**src/core/pmt8_pkg.sv**
```systemverilog
// Constants, register map and control layout of the 8-bit period timer.
// Assumes a single 50 MHz clock and an AXI4-Lite register slave.
//
// Function
// - The count clock is the instruction clock, system clock divided by four, passed through the prescaler.
// - Prescale select 00 divides by 1, 01 by 4, and any value with the upper bit set by 16.
// - The counter climbs from zero on each prescaler output and returns to zero on the tick after it equals the limit.
// - Counter and limit are compared all the time and every match advances the postscaler by one; the code compares them only on a prescaler tick.
// - The postscaler divides matches by postscale select plus one and each of its outputs sets the match flag.
// - Software can read and write the count and the limit at any time.
// - Reset loads the count with 00h and the limit with FFh.
// - Control bit 2 runs the timer when set and stops it when clear.
// - Prescaler and postscaler clear on a count write, a control write and on reset.
// - A control write leaves the count as it was.
// - The block holds an 8-bit count, an 8-bit limit and raises an interrupt request from the match.
package pmt8_pkg;

    // Bus geometry
    localparam int PMT8_AXI_AW = 8;
    localparam int PMT8_AXI_DW = 32;

    // Register byte addresses
    localparam logic [7:0] PMT8_OFF_COUNT = 8'h00;
    localparam logic [7:0] PMT8_OFF_LIMIT = 8'h04;
    localparam logic [7:0] PMT8_OFF_CTRL = 8'h08;
    localparam logic [7:0] PMT8_OFF_FLAGS = 8'h0C;
    localparam logic [7:0] PMT8_OFF_IEN = 8'h10;

    // Values after reset
    localparam logic [7:0] PMT8_RST_COUNT = 8'h00;
    localparam logic [7:0] PMT8_RST_LIMIT = 8'hFF;
    localparam logic [7:0] PMT8_RST_CTRL = 8'h00;
    localparam logic [3:0] PMT8_RST_POST = 4'h0;
    localparam logic [3:0] PMT8_RST_PRE = 4'h0;

    // Field positions in the flag and enable registers
    localparam int PMT8_FLAG_BIT = 1;

    // Instruction clock divider: last phase of a divide by four
    localparam logic [1:0] PMT8_INSTR_LAST = 2'h3;

    // Prescaler terminal counts (ratio minus one)
    localparam logic [3:0] PMT8_PRE_LAST_1 = 4'h0;
    localparam logic [3:0] PMT8_PRE_LAST_4 = 4'h3;
    localparam logic [3:0] PMT8_PRE_LAST_16 = 4'hF;

    // AXI responses
    localparam logic [1:0] PMT8_RESP_OKAY = 2'h0;
    localparam logic [1:0] PMT8_RESP_SLVERR = 2'h2;

    // Control register layout, bit 7 down to bit 0
    typedef struct packed {
        logic reserved;
        logic [3:0] postscale_select;
        logic period_timer_run;
        logic [1:0] prescale_select;
    } pmt8_ctrl_t;

endpackage

```
**src/core/pmt8_prescale.sv**
```systemverilog
// Instruction clock divider and selectable prescaler of the period timer.
// Assumes one clock; emits a one-cycle tick enable toward the counter.
`timescale 1ns/10ps
module pmt8_prescale
    import pmt8_pkg::*;
(
    input wire logic aclk, // System clock
    input wire logic aresetn, // Synchronous reset, active low
    input wire logic clr, // Clear prescaler count
    input wire logic run, // Timer running
    input wire logic [1:0] sel, // Prescale select
    output logic tick // One-cycle count enable
);

    logic [1:0] instr_ff;
    logic [3:0] pre_ff;
    logic [3:0] pre_last;
    logic instr_en;
    logic pre_done;

    // Instruction clock runs free, like the core's own machine cycle
    // divide by four
    always_ff @(posedge aclk)
    begin
        if (!aresetn)
            instr_ff <= 2'h0;
        else
            instr_ff <= instr_ff + 2'h1;
    end

    assign instr_en = (instr_ff == PMT8_INSTR_LAST);

    // Terminal count from the select field
    // ratio decode
    always_comb
    begin
        if (sel[1])
            pre_last = PMT8_PRE_LAST_16;
        else if (sel[0])
            pre_last = PMT8_PRE_LAST_4;
        else
            pre_last = PMT8_PRE_LAST_1;
    end

    assign pre_done = (pre_ff >= pre_last);

    // Prescale counter, cleared by register writes
    // prescaler clear
    always_ff @(posedge aclk)
    begin
        if (!aresetn || clr)
            pre_ff <= PMT8_RST_PRE;
        else if (run && instr_en)
            pre_ff <= pre_done ? PMT8_RST_PRE : pre_ff + 4'h1;
    end

    // Suppressed during a clear so a write never races a tick
    assign tick = run && instr_en && pre_done && !clr;

endmodule

```
**src/core/pmt8_timer.sv**
```systemverilog
// Top of the 8-bit period timer: AXI4-Lite slave, counter, postscaler
// and match flag. Assumes one 50 MHz clock and a synchronous reset.
//
// Register access over AXI4-Lite and the register addresses were chosen for this implementation.
`timescale 1ns/10ps
module pmt8_timer
    import pmt8_pkg::*;
(
    input wire logic aclk, // System clock
    input wire logic aresetn, // Synchronous reset, active low
    input wire logic [PMT8_AXI_AW-1:0] s_axi_awaddr, // Write address
    input wire logic s_axi_awvalid, // Write address valid
    output logic s_axi_awready, // Write address ready
    input wire logic [PMT8_AXI_DW-1:0] s_axi_wdata, // Write data
    input wire logic [3:0] s_axi_wstrb, // Write strobes
    input wire logic s_axi_wvalid, // Write data valid
    output logic s_axi_wready, // Write data ready
    output logic [1:0] s_axi_bresp, // Write response
    output logic s_axi_bvalid, // Write response valid
    input wire logic s_axi_bready, // Write response ready
    input wire logic [PMT8_AXI_AW-1:0] s_axi_araddr, // Read address
    input wire logic s_axi_arvalid, // Read address valid
    output logic s_axi_arready, // Read address ready
    output logic [PMT8_AXI_DW-1:0] s_axi_rdata, // Read data
    output logic [1:0] s_axi_rresp, // Read response
    output logic s_axi_rvalid, // Read data valid
    input wire logic s_axi_rready, // Read data ready
    output logic period_match_irq // Flag and enable, level
);

    // Write channel holding registers
    logic aw_held_ff;
    logic w_held_ff;
    logic [7:0] aw_addr_ff;
    logic [7:0] w_data_ff;
    logic w_lane0_ff;
    logic bvalid_ff;
    logic [1:0] bresp_ff;

    // Read channel registers
    logic rvalid_ff;
    logic [PMT8_AXI_DW-1:0] rdata_ff;
    logic [1:0] rresp_ff;

    // Timer state
    logic [7:0] period_count_ff;
    logic [7:0] period_limit_ff;
    pmt8_ctrl_t ctrl_ff;
    logic [3:0] post_ff;
    logic period_match_flag_ff;
    logic period_match_irq_enable_ff;

    // Decoded strobes and events
    logic wr_fire;
    logic wr_en;
    logic [7:0] wr_addr;
    logic [7:0] rd_addr;
    logic wr_mapped;
    logic we_count;
    logic we_limit;
    logic we_ctrl;
    logic we_flags;
    logic we_ien;
    logic scaler_clr;
    logic tick;
    logic match;
    logic post_out;
    logic ar_fire;
    logic [7:0] rd_value;
    logic rd_mapped;

    // AXI4-Lite write side

    // Address and data are taken in either order and held
    assign s_axi_awready = !aw_held_ff;
    assign s_axi_wready = !w_held_ff;

    // Address holding register, freed when the write acts
    always_ff @(posedge aclk)
    begin
        if (!aresetn)
        begin
            aw_held_ff <= 1'b0;
            aw_addr_ff <= 8'h00;
        end
        else if (s_axi_awvalid && !aw_held_ff)
        begin
            aw_held_ff <= 1'b1;
            aw_addr_ff <= s_axi_awaddr;
        end
        else if (wr_fire)
            aw_held_ff <= 1'b0;
    end

    // Data holding register; only the low byte and lane matter
    always_ff @(posedge aclk)
    begin
        if (!aresetn)
        begin
            w_held_ff <= 1'b0;
            w_data_ff <= 8'h00;
            w_lane0_ff <= 1'b0;
        end
        else if (s_axi_wvalid && !w_held_ff)
        begin
            w_held_ff <= 1'b1;
            w_data_ff <= s_axi_wdata[7:0];
            w_lane0_ff <= s_axi_wstrb[0];
        end
        else if (wr_fire)
            w_held_ff <= 1'b0;
    end

    // Write acts once both halves are in and no response is pending
    assign wr_fire = aw_held_ff && w_held_ff && !bvalid_ff;
    // Lane bits of the address are ignored
    assign wr_addr = {aw_addr_ff[7:2], 2'b00};
    // A cleared low strobe turns the write into a no-op
    assign wr_en = wr_fire && w_lane0_ff;

    // One write strobe per register
    assign we_count = wr_en && (wr_addr == PMT8_OFF_COUNT);
    assign we_limit = wr_en && (wr_addr == PMT8_OFF_LIMIT);
    assign we_ctrl = wr_en && (wr_addr == PMT8_OFF_CTRL);
    assign we_flags = wr_en && (wr_addr == PMT8_OFF_FLAGS);
    assign we_ien = wr_en && (wr_addr == PMT8_OFF_IEN);

    // Any other word is answered with an error
    assign wr_mapped = (wr_addr == PMT8_OFF_COUNT)
                    || (wr_addr == PMT8_OFF_LIMIT)
                    || (wr_addr == PMT8_OFF_CTRL)
                    || (wr_addr == PMT8_OFF_FLAGS)
                    || (wr_addr == PMT8_OFF_IEN);

    // Response; unmapped addresses answer SLVERR and change nothing
    always_ff @(posedge aclk)
    begin
        if (!aresetn)
        begin
            bvalid_ff <= 1'b0;
            bresp_ff <= PMT8_RESP_OKAY;
        end
        else if (wr_fire)
        begin
            bvalid_ff <= 1'b1;
            bresp_ff <= wr_mapped ? PMT8_RESP_OKAY : PMT8_RESP_SLVERR;
        end
        else if (s_axi_bready)
            bvalid_ff <= 1'b0;
    end

    // Write answer straight from its registers
    assign s_axi_bvalid = bvalid_ff;
    assign s_axi_bresp = bresp_ff;

    // AXI4-Lite read side

    // One read in flight; address refused while data waits
    assign s_axi_arready = !rvalid_ff;
    assign ar_fire = s_axi_arvalid && !rvalid_ff;
    assign rd_addr = {s_axi_araddr[7:2], 2'b00};

    // Read mux shows live timer state
    // readable count and limit
    always_comb
    begin
        rd_mapped = 1'b1;
        rd_value = 8'h00;
        unique case (rd_addr)
            PMT8_OFF_COUNT: rd_value = period_count_ff;
            PMT8_OFF_LIMIT: rd_value = period_limit_ff;
            PMT8_OFF_CTRL: rd_value = ctrl_ff;
            PMT8_OFF_FLAGS:
                rd_value[PMT8_FLAG_BIT] = period_match_flag_ff;
            PMT8_OFF_IEN:
                rd_value[PMT8_FLAG_BIT] = period_match_irq_enable_ff;
            default: rd_mapped = 1'b0;
        endcase
    end

    // Answer registered; state is sampled at the accepting edge
    always_ff @(posedge aclk)
    begin
        if (!aresetn)
        begin
            rvalid_ff <= 1'b0;
            rdata_ff <= 32'h0000_0000;
            rresp_ff <= PMT8_RESP_OKAY;
        end
        else if (ar_fire)
        begin
            rvalid_ff <= 1'b1;
            rdata_ff <= {24'h00_0000, rd_value};
            rresp_ff <= rd_mapped ? PMT8_RESP_OKAY : PMT8_RESP_SLVERR;
        end
        else if (s_axi_rready)
            rvalid_ff <= 1'b0;
    end

    // Read answer straight from its registers
    assign s_axi_rvalid = rvalid_ff;
    assign s_axi_rdata = rdata_ff;
    assign s_axi_rresp = rresp_ff;

    // Timer core

    // Control and count writes restart both scalers
    // scaler clear sources
    assign scaler_clr = we_count || we_ctrl;

    pmt8_prescale u_prescale
    (
        .aclk(aclk),
        .aresetn(aresetn),
        .clr(scaler_clr),
        .run(ctrl_ff.period_timer_run),
        .sel(ctrl_ff.prescale_select),
        .tick(tick)
    );

    // Comparator is only sampled on a tick, so a stopped timer
    // cannot produce a match
    // compare on a tick
    assign match = tick && (period_count_ff == period_limit_ff);

    // Control register; reserved bit kept at zero
    // run bit
    always_ff @(posedge aclk)
    begin
        if (!aresetn)
            ctrl_ff <= PMT8_RST_CTRL;
        else if (we_ctrl)
            ctrl_ff <= {1'b0, w_data_ff[6:0]};
    end

    // Period limit
    // limit reset to FFh
    always_ff @(posedge aclk)
    begin
        if (!aresetn)
            period_limit_ff <= PMT8_RST_LIMIT;
        else if (we_limit)
            period_limit_ff <= w_data_ff;
    end

    // Counter; a software write wins over a tick in the same cycle
    // count reset to 00h
    always_ff @(posedge aclk)
    begin
        if (!aresetn)
            period_count_ff <= PMT8_RST_COUNT;
        else if (we_count)
            period_count_ff <= w_data_ff;
        else if (match)
            period_count_ff <= PMT8_RST_COUNT;
        else if (tick)
            period_count_ff <= period_count_ff + 8'h01;
    end
    // control writes never touch the count above

    // Postscaler output on the match that completes the ratio
    // divide by select plus one
    assign post_out = match && (post_ff == ctrl_ff.postscale_select);

    // Postscale counter, restarted together with the prescaler
    always_ff @(posedge aclk)
    begin
        if (!aresetn || scaler_clr)
            post_ff <= PMT8_RST_POST;
        else if (match)
            post_ff <= post_out ? PMT8_RST_POST : post_ff + 4'h1;
    end

    // Match flag: hardware set beats a software clear
    // flag set
    always_ff @(posedge aclk)
    begin
        if (!aresetn)
            period_match_flag_ff <= 1'b0;
        else if (post_out)
            period_match_flag_ff <= 1'b1;
        else if (we_flags)
            period_match_flag_ff <= w_data_ff[PMT8_FLAG_BIT];
    end

    // Interrupt enable, written by software only
    always_ff @(posedge aclk)
    begin
        if (!aresetn)
            period_match_irq_enable_ff <= 1'b0;
        else if (we_ien)
            period_match_irq_enable_ff <= w_data_ff[PMT8_FLAG_BIT];
    end

    // Request is a level; software clears the flag or the enable to drop it
    // interrupt request
    assign period_match_irq = period_match_flag_ff
                           && period_match_irq_enable_ff;

endmodule

```
**config.mk**
```make
export PLATFORM = sky130hd
export DESIGN_NAME = pmt8_timer
export DESIGN_NICKNAME = d
export VERILOG_FILES = /design/src/core/pmt8_pkg.sv /design/src/core/pmt8_prescale.sv /design/src/core/pmt8_timer.sv
export SDC_FILE = /design/constraint.sdc
export NUM_CORES = 1
export LEC_CHECK = 0
export ABC_AREA = 1
export BUFFER_PORTS_ARGS = -buffer_cell sky130_fd_sc_hd__buf_2
export CORE_ASPECT_RATIO = 2
export CORE_MARGIN = 1.5
export CORE_UTILIZATION = 52
export DETAILED_ROUTE_END_ITERATION = 6
export GPL_TIMING_DRIVEN = 0
export PLACE_DENSITY = 0.8
export SLEW_MARGIN = 20
export SYNTH_ARGS = -nofsm -noshare
export SYNTH_HDL_FRONTEND = slang
export SYNTH_HIERARCHICAL = 1
export SYNTH_SLANG_ARGS = --single-unit
```
**constraint.sdc**
```tcl
create_clock -name aclk -period 2.53 [get_ports aclk]
set_clock_uncertainty 0.1 [all_clocks]
set_input_delay 0.506 -clock aclk [delete_from_list [all_inputs] [get_ports aclk]]
set_output_delay 0.506 -clock aclk [all_outputs]
set_load 0.01 [all_outputs]
```
==> results.sh <==
export IMPL_status="completed"
export IMPL_layout_drive_gt1_share_pct=19.53
export IMPL_dp_hpwl_mm=6.887
export IMPL_rsz0062_at_grt="no"
export IMPL_period_share_pct=93.69
export IMPL_clkSinkCount=64
export IMPL_crit_slowest_cell="dfxtp_1"
export IMPL_power_density_nw_per_um2=568.6
export IMPL_ir_drop_mv=0.4902
export IMPL_synth_cell_types=34
export IMPL_arrival_ns=2.48
export IMPL_antenna_found_initial=0
export IMPL_cap_violations=0
export IMPL_first_global_vias=3209
export IMPL_start_kind="flip-flop"
export IMPL_cp_data_required_time_ns=2.64
export IMPL_cp_common_cell="nand2_1"
export IMPL_cts_reportedPaths_clkPinSlew_ns=0.06
export IMPL_drt_pass1_iter_count=6
export IMPL_place_area_um2=3933
export IMPL_start_util_pct=53.49
export IMPL_finalInstanceArea_um2=4229
export IMPL_die_width_um=61.12
export IMPL_numCtsBuffers=9
export IMPL_cp_max_fo=10
export IMPL_vias_per_cell=4.934
export IMPL_initialDrtViolationCount=170
export IMPL_synth_largest_area_cell="dfxtp_1"
export IMPL_grt_max_degree=13
export IMPL_n_fill_cell=626
export IMPL_gp_congestion=0.9239
export IMPL_syn_area_um2=3513
export IMPL_wire_per_inst_um=12.75
export IMPL_drcViolationCount=0
export IMPL_grt_ovfl_total=0
export IMPL_die_h_um=119.2
export IMPL_max_clock_freq_ghz=0.4219
export IMPL_port_buffers=43
export IMPL_slowest_delay_ns=0.37
export IMPL_crit_path_end_kind="flip-flop"
export IMPL_cts_root_buf="clkbuf_16"
export IMPL_path_buf_inv=4
export IMPL_fin_nets=661
export IMPL_drtAntennaViolNets=0
export IMPL_critPathKind="reg -> reg"
export IMPL_min_path_type="in -> reg"
export IMPL_finalPower_w=0.002405
export IMPL_ys_warn_count=6
export IMPL_crit_chain="inv_1 -> ha_1 -> nand2_1 -> inv_1 -> nand2_1 -> nand3_1 -> nand2_1 -> nor2_4 -> inv_2 -> a21oi_2 -> nand2_1 -> nor2_2 -> nand3_2 -> buf_6 -> nand3_1 -> a21oi_1"
export IMPL_clockBufferDepth=2
export IMPL_num_io_pins=101
export IMPL_routed_wirelength_mm=8.759
export IMPL_grt_util_all_layers_pct=26.31
export IMPL_yosysTopAreaCellShare_pct=36.47
export IMPL_htreeDepth=3
export IMPL_routed_via_count=3390
export IMPL_area_growth_pct=20.37
export IMPL_die_area_um2=7288
export IMPL_fin_crit_ns=2.370
export IMPL_critical_path_top_delay_family="simple AND/OR/NAND/NOR gates"
export IMPL_synthTopCellsByArea="dfxtp_1 36%, nand2_1 13%, inv_1 8.0%, a21oi_1 6.4%, buf_4 5.6%"
export IMPL_cts_tree="yes"
export IMPL_maxSlewViolCount=0
export IMPL_netlist_instances=513
export IMPL_seq_area_frac_synth_pct=36.47
export IMPL_relSlewSlack_pct=56.36
export IMPL_cellLeakagePower_nw=2.119
export IMPL_setup_viol=0
export IMPL_diodes=0
export IMPL_hold_viol=0
export IMPL_post_synth_cell_area_avg_um2=6.849
export IMPL_ys_ff_latch=64
export IMPL_rows=42
export IMPL_core_area_um2=6569
export IMPL_multiInputGateArea_um2=1784
export IMPL_worstMarginPinSlew_ns=0.6546
export IMPL_clk_latency_ns=0.33
export IMPL_area_sequential_um2=1281
export IMPL_grt_pass1_wl_mm=14.42
cell families after synthesis:
kind of cell    count (synthesis)  share of synthesized area, %
buf+inv                       115                         15.63
other cells                     1                        0.1067
fa+ha+maj                       8                         2.849
simple gates                  223                         28.06
xor+xnor                       11                         2.742
compound gates                 91                         14.14
flops                          64                         36.47
power breakdown:
part           total (W)  internal, W  switching, W  leakage, nW
clock            0.00112     0.000659      0.000465        0.123
combinational   0.000218    0.0000819      0.000136         1.47
sequential       0.00106      0.00104     0.0000221        0.521
total            0.00240      0.00178      0.000623         2.12
synth_stat cells:
master / number
nand3_1: 27
nand4_4: 1
ha_1: 8
buf_4: 26
nor2_4: 4
nand3_2: 2
inv_2: 2
o21a_1: 2
nand2_2: 3
conb_1: 1
buf_1: 2
a21oi_2: 4
buf_2: 2
a21oi_1: 45
nand4_1: 8
nand3b_1: 1
nor3_1: 1
clkinv_1: 1
nor2_1: 46
o22ai_1: 1
clkinv_2: 1
buf_6: 2
nor2_2: 5
nand2_4: 1
dfxtp_1: 64
clkbuf_2: 1
xor2_1: 7
nand2_1: 123
or2_2: 1
o21ai_0: 31
o211ai_1: 8
xnor2_1: 4
clkbuf_1: 3
inv_1: 75
layout make-up:
type	instances	area share, %
plain buffers	36	5.947
clock inverters	7	1.154
multi-input cells	359	42.19
clock buffers	9	5.325
flip-flops and latches	64	30.30
inverters	79	7.041
repair buffers	45	5.444
well taps	88	2.604
worst reg2reg max path, delay by kind of cell, from the launching register on:
kind	cells	cell delay, ns
and+or+nand+nor	9	0.86
buffers and inverters	4	0.38
DFF	1	0.37
adders and majority gates	1	0.33
AOI/OAI and AO/OA	2	0.20
per-layer routing:
| metal | global-route usage, % | share of wire, % | up-vias |
|---|---|---|---|
| met4 | 18.21 | 6.6 | 0 |
| met1 | 25.76 | 34 | 1499 |
| li1 | - | - | 1740 |
| met5 | 0 | 0 | - |
| met3 | 4.017 | 4.1 | 33 |
| met2 | 46.54 | 55 | 118 |
final timing paths:
check,start,end,slack [ns],cells past startpoint
worst min-delay path,aresetn,u_prescale/instr_ff[1],0.28,3
worst max-delay path,ctrl_ff[1],period_count_ff[5],0.16,16
worst max register to register,ctrl_ff[1],period_count_ff[5],0.16,16
worst min register to register,u_prescale/instr_ff[0],u_prescale/instr_ff[0],0.34,1
per-stage QoR:
stage / worst slack, ns / std cells / setup TNS (ns) / utilization, % / hold slack (ns)
after floorplan: 0.3202 / 538 / 0 / - / 0.2969
after global placement: -0.1039 / 669 / -0.8153 / 59.87 / 0.3074
after detailed placement: -0.1595 / 669 / -1.433 / 59.87 / 0.3256
after CTS: 0.01265 / 685 / 0 / 64.08 / 0.2767
after global routing: 0.01923 / 687 / 0 / 64.38 / 0.3027
final: 0.1595 / 687 / 0 / 64.38 / 0.2790
state kept, by name, summed over array words and instances, names as in the netlist:
register                    count
s_axi_rvalid                    1
ctrl_ff                         7
period_match_irq_enable_ff      1
s_axi_rdata                     8
period_limit_ff                 8
post_ff                         4
aw_addr_ff                      6
s_axi_bvalid                    1
u_prescale/pre_ff               4
u_prescale/instr_ff             2
s_axi_rresp                     1
w_held_ff                       1
w_data_ff                       8
aw_held_ff                      1
w_lane0_ff                      1
s_axi_bresp                     1
period_match_flag_ff            1
period_count_ff                 8
cell usage in the layout (no fill, tap or decap), types with 3 or more instances in the layout:
cell        count
nand2_1       123
inv_1          75
dfxtp_1        64
nor2_1         45
a21oi_1        45
buf_2          45
o21ai_0        31
buf_4          28
nand3_1        27
conb_1         26
clkbuf_16       9
nand4_1         8
o211ai_1        8
ha_1            8
xor2_1          7
nor2_2          5
nor2_4          5
a21oi_2         4
xnor2_1         4
clkinvlp_4      4
nand2_2         3
clkinv_2        3
clkbuf_1        3
what timing repair did:
action                                  in CTS  in global routing
endpoints found under the setup margin      13                 11
setup buffers                                0                  2
cloned                                       0                  0
hold buffers                                 0                  0
pin swaps                                    0                  1
gates resized for setup                      1                  1
Power figures use the tool's default switching activity.
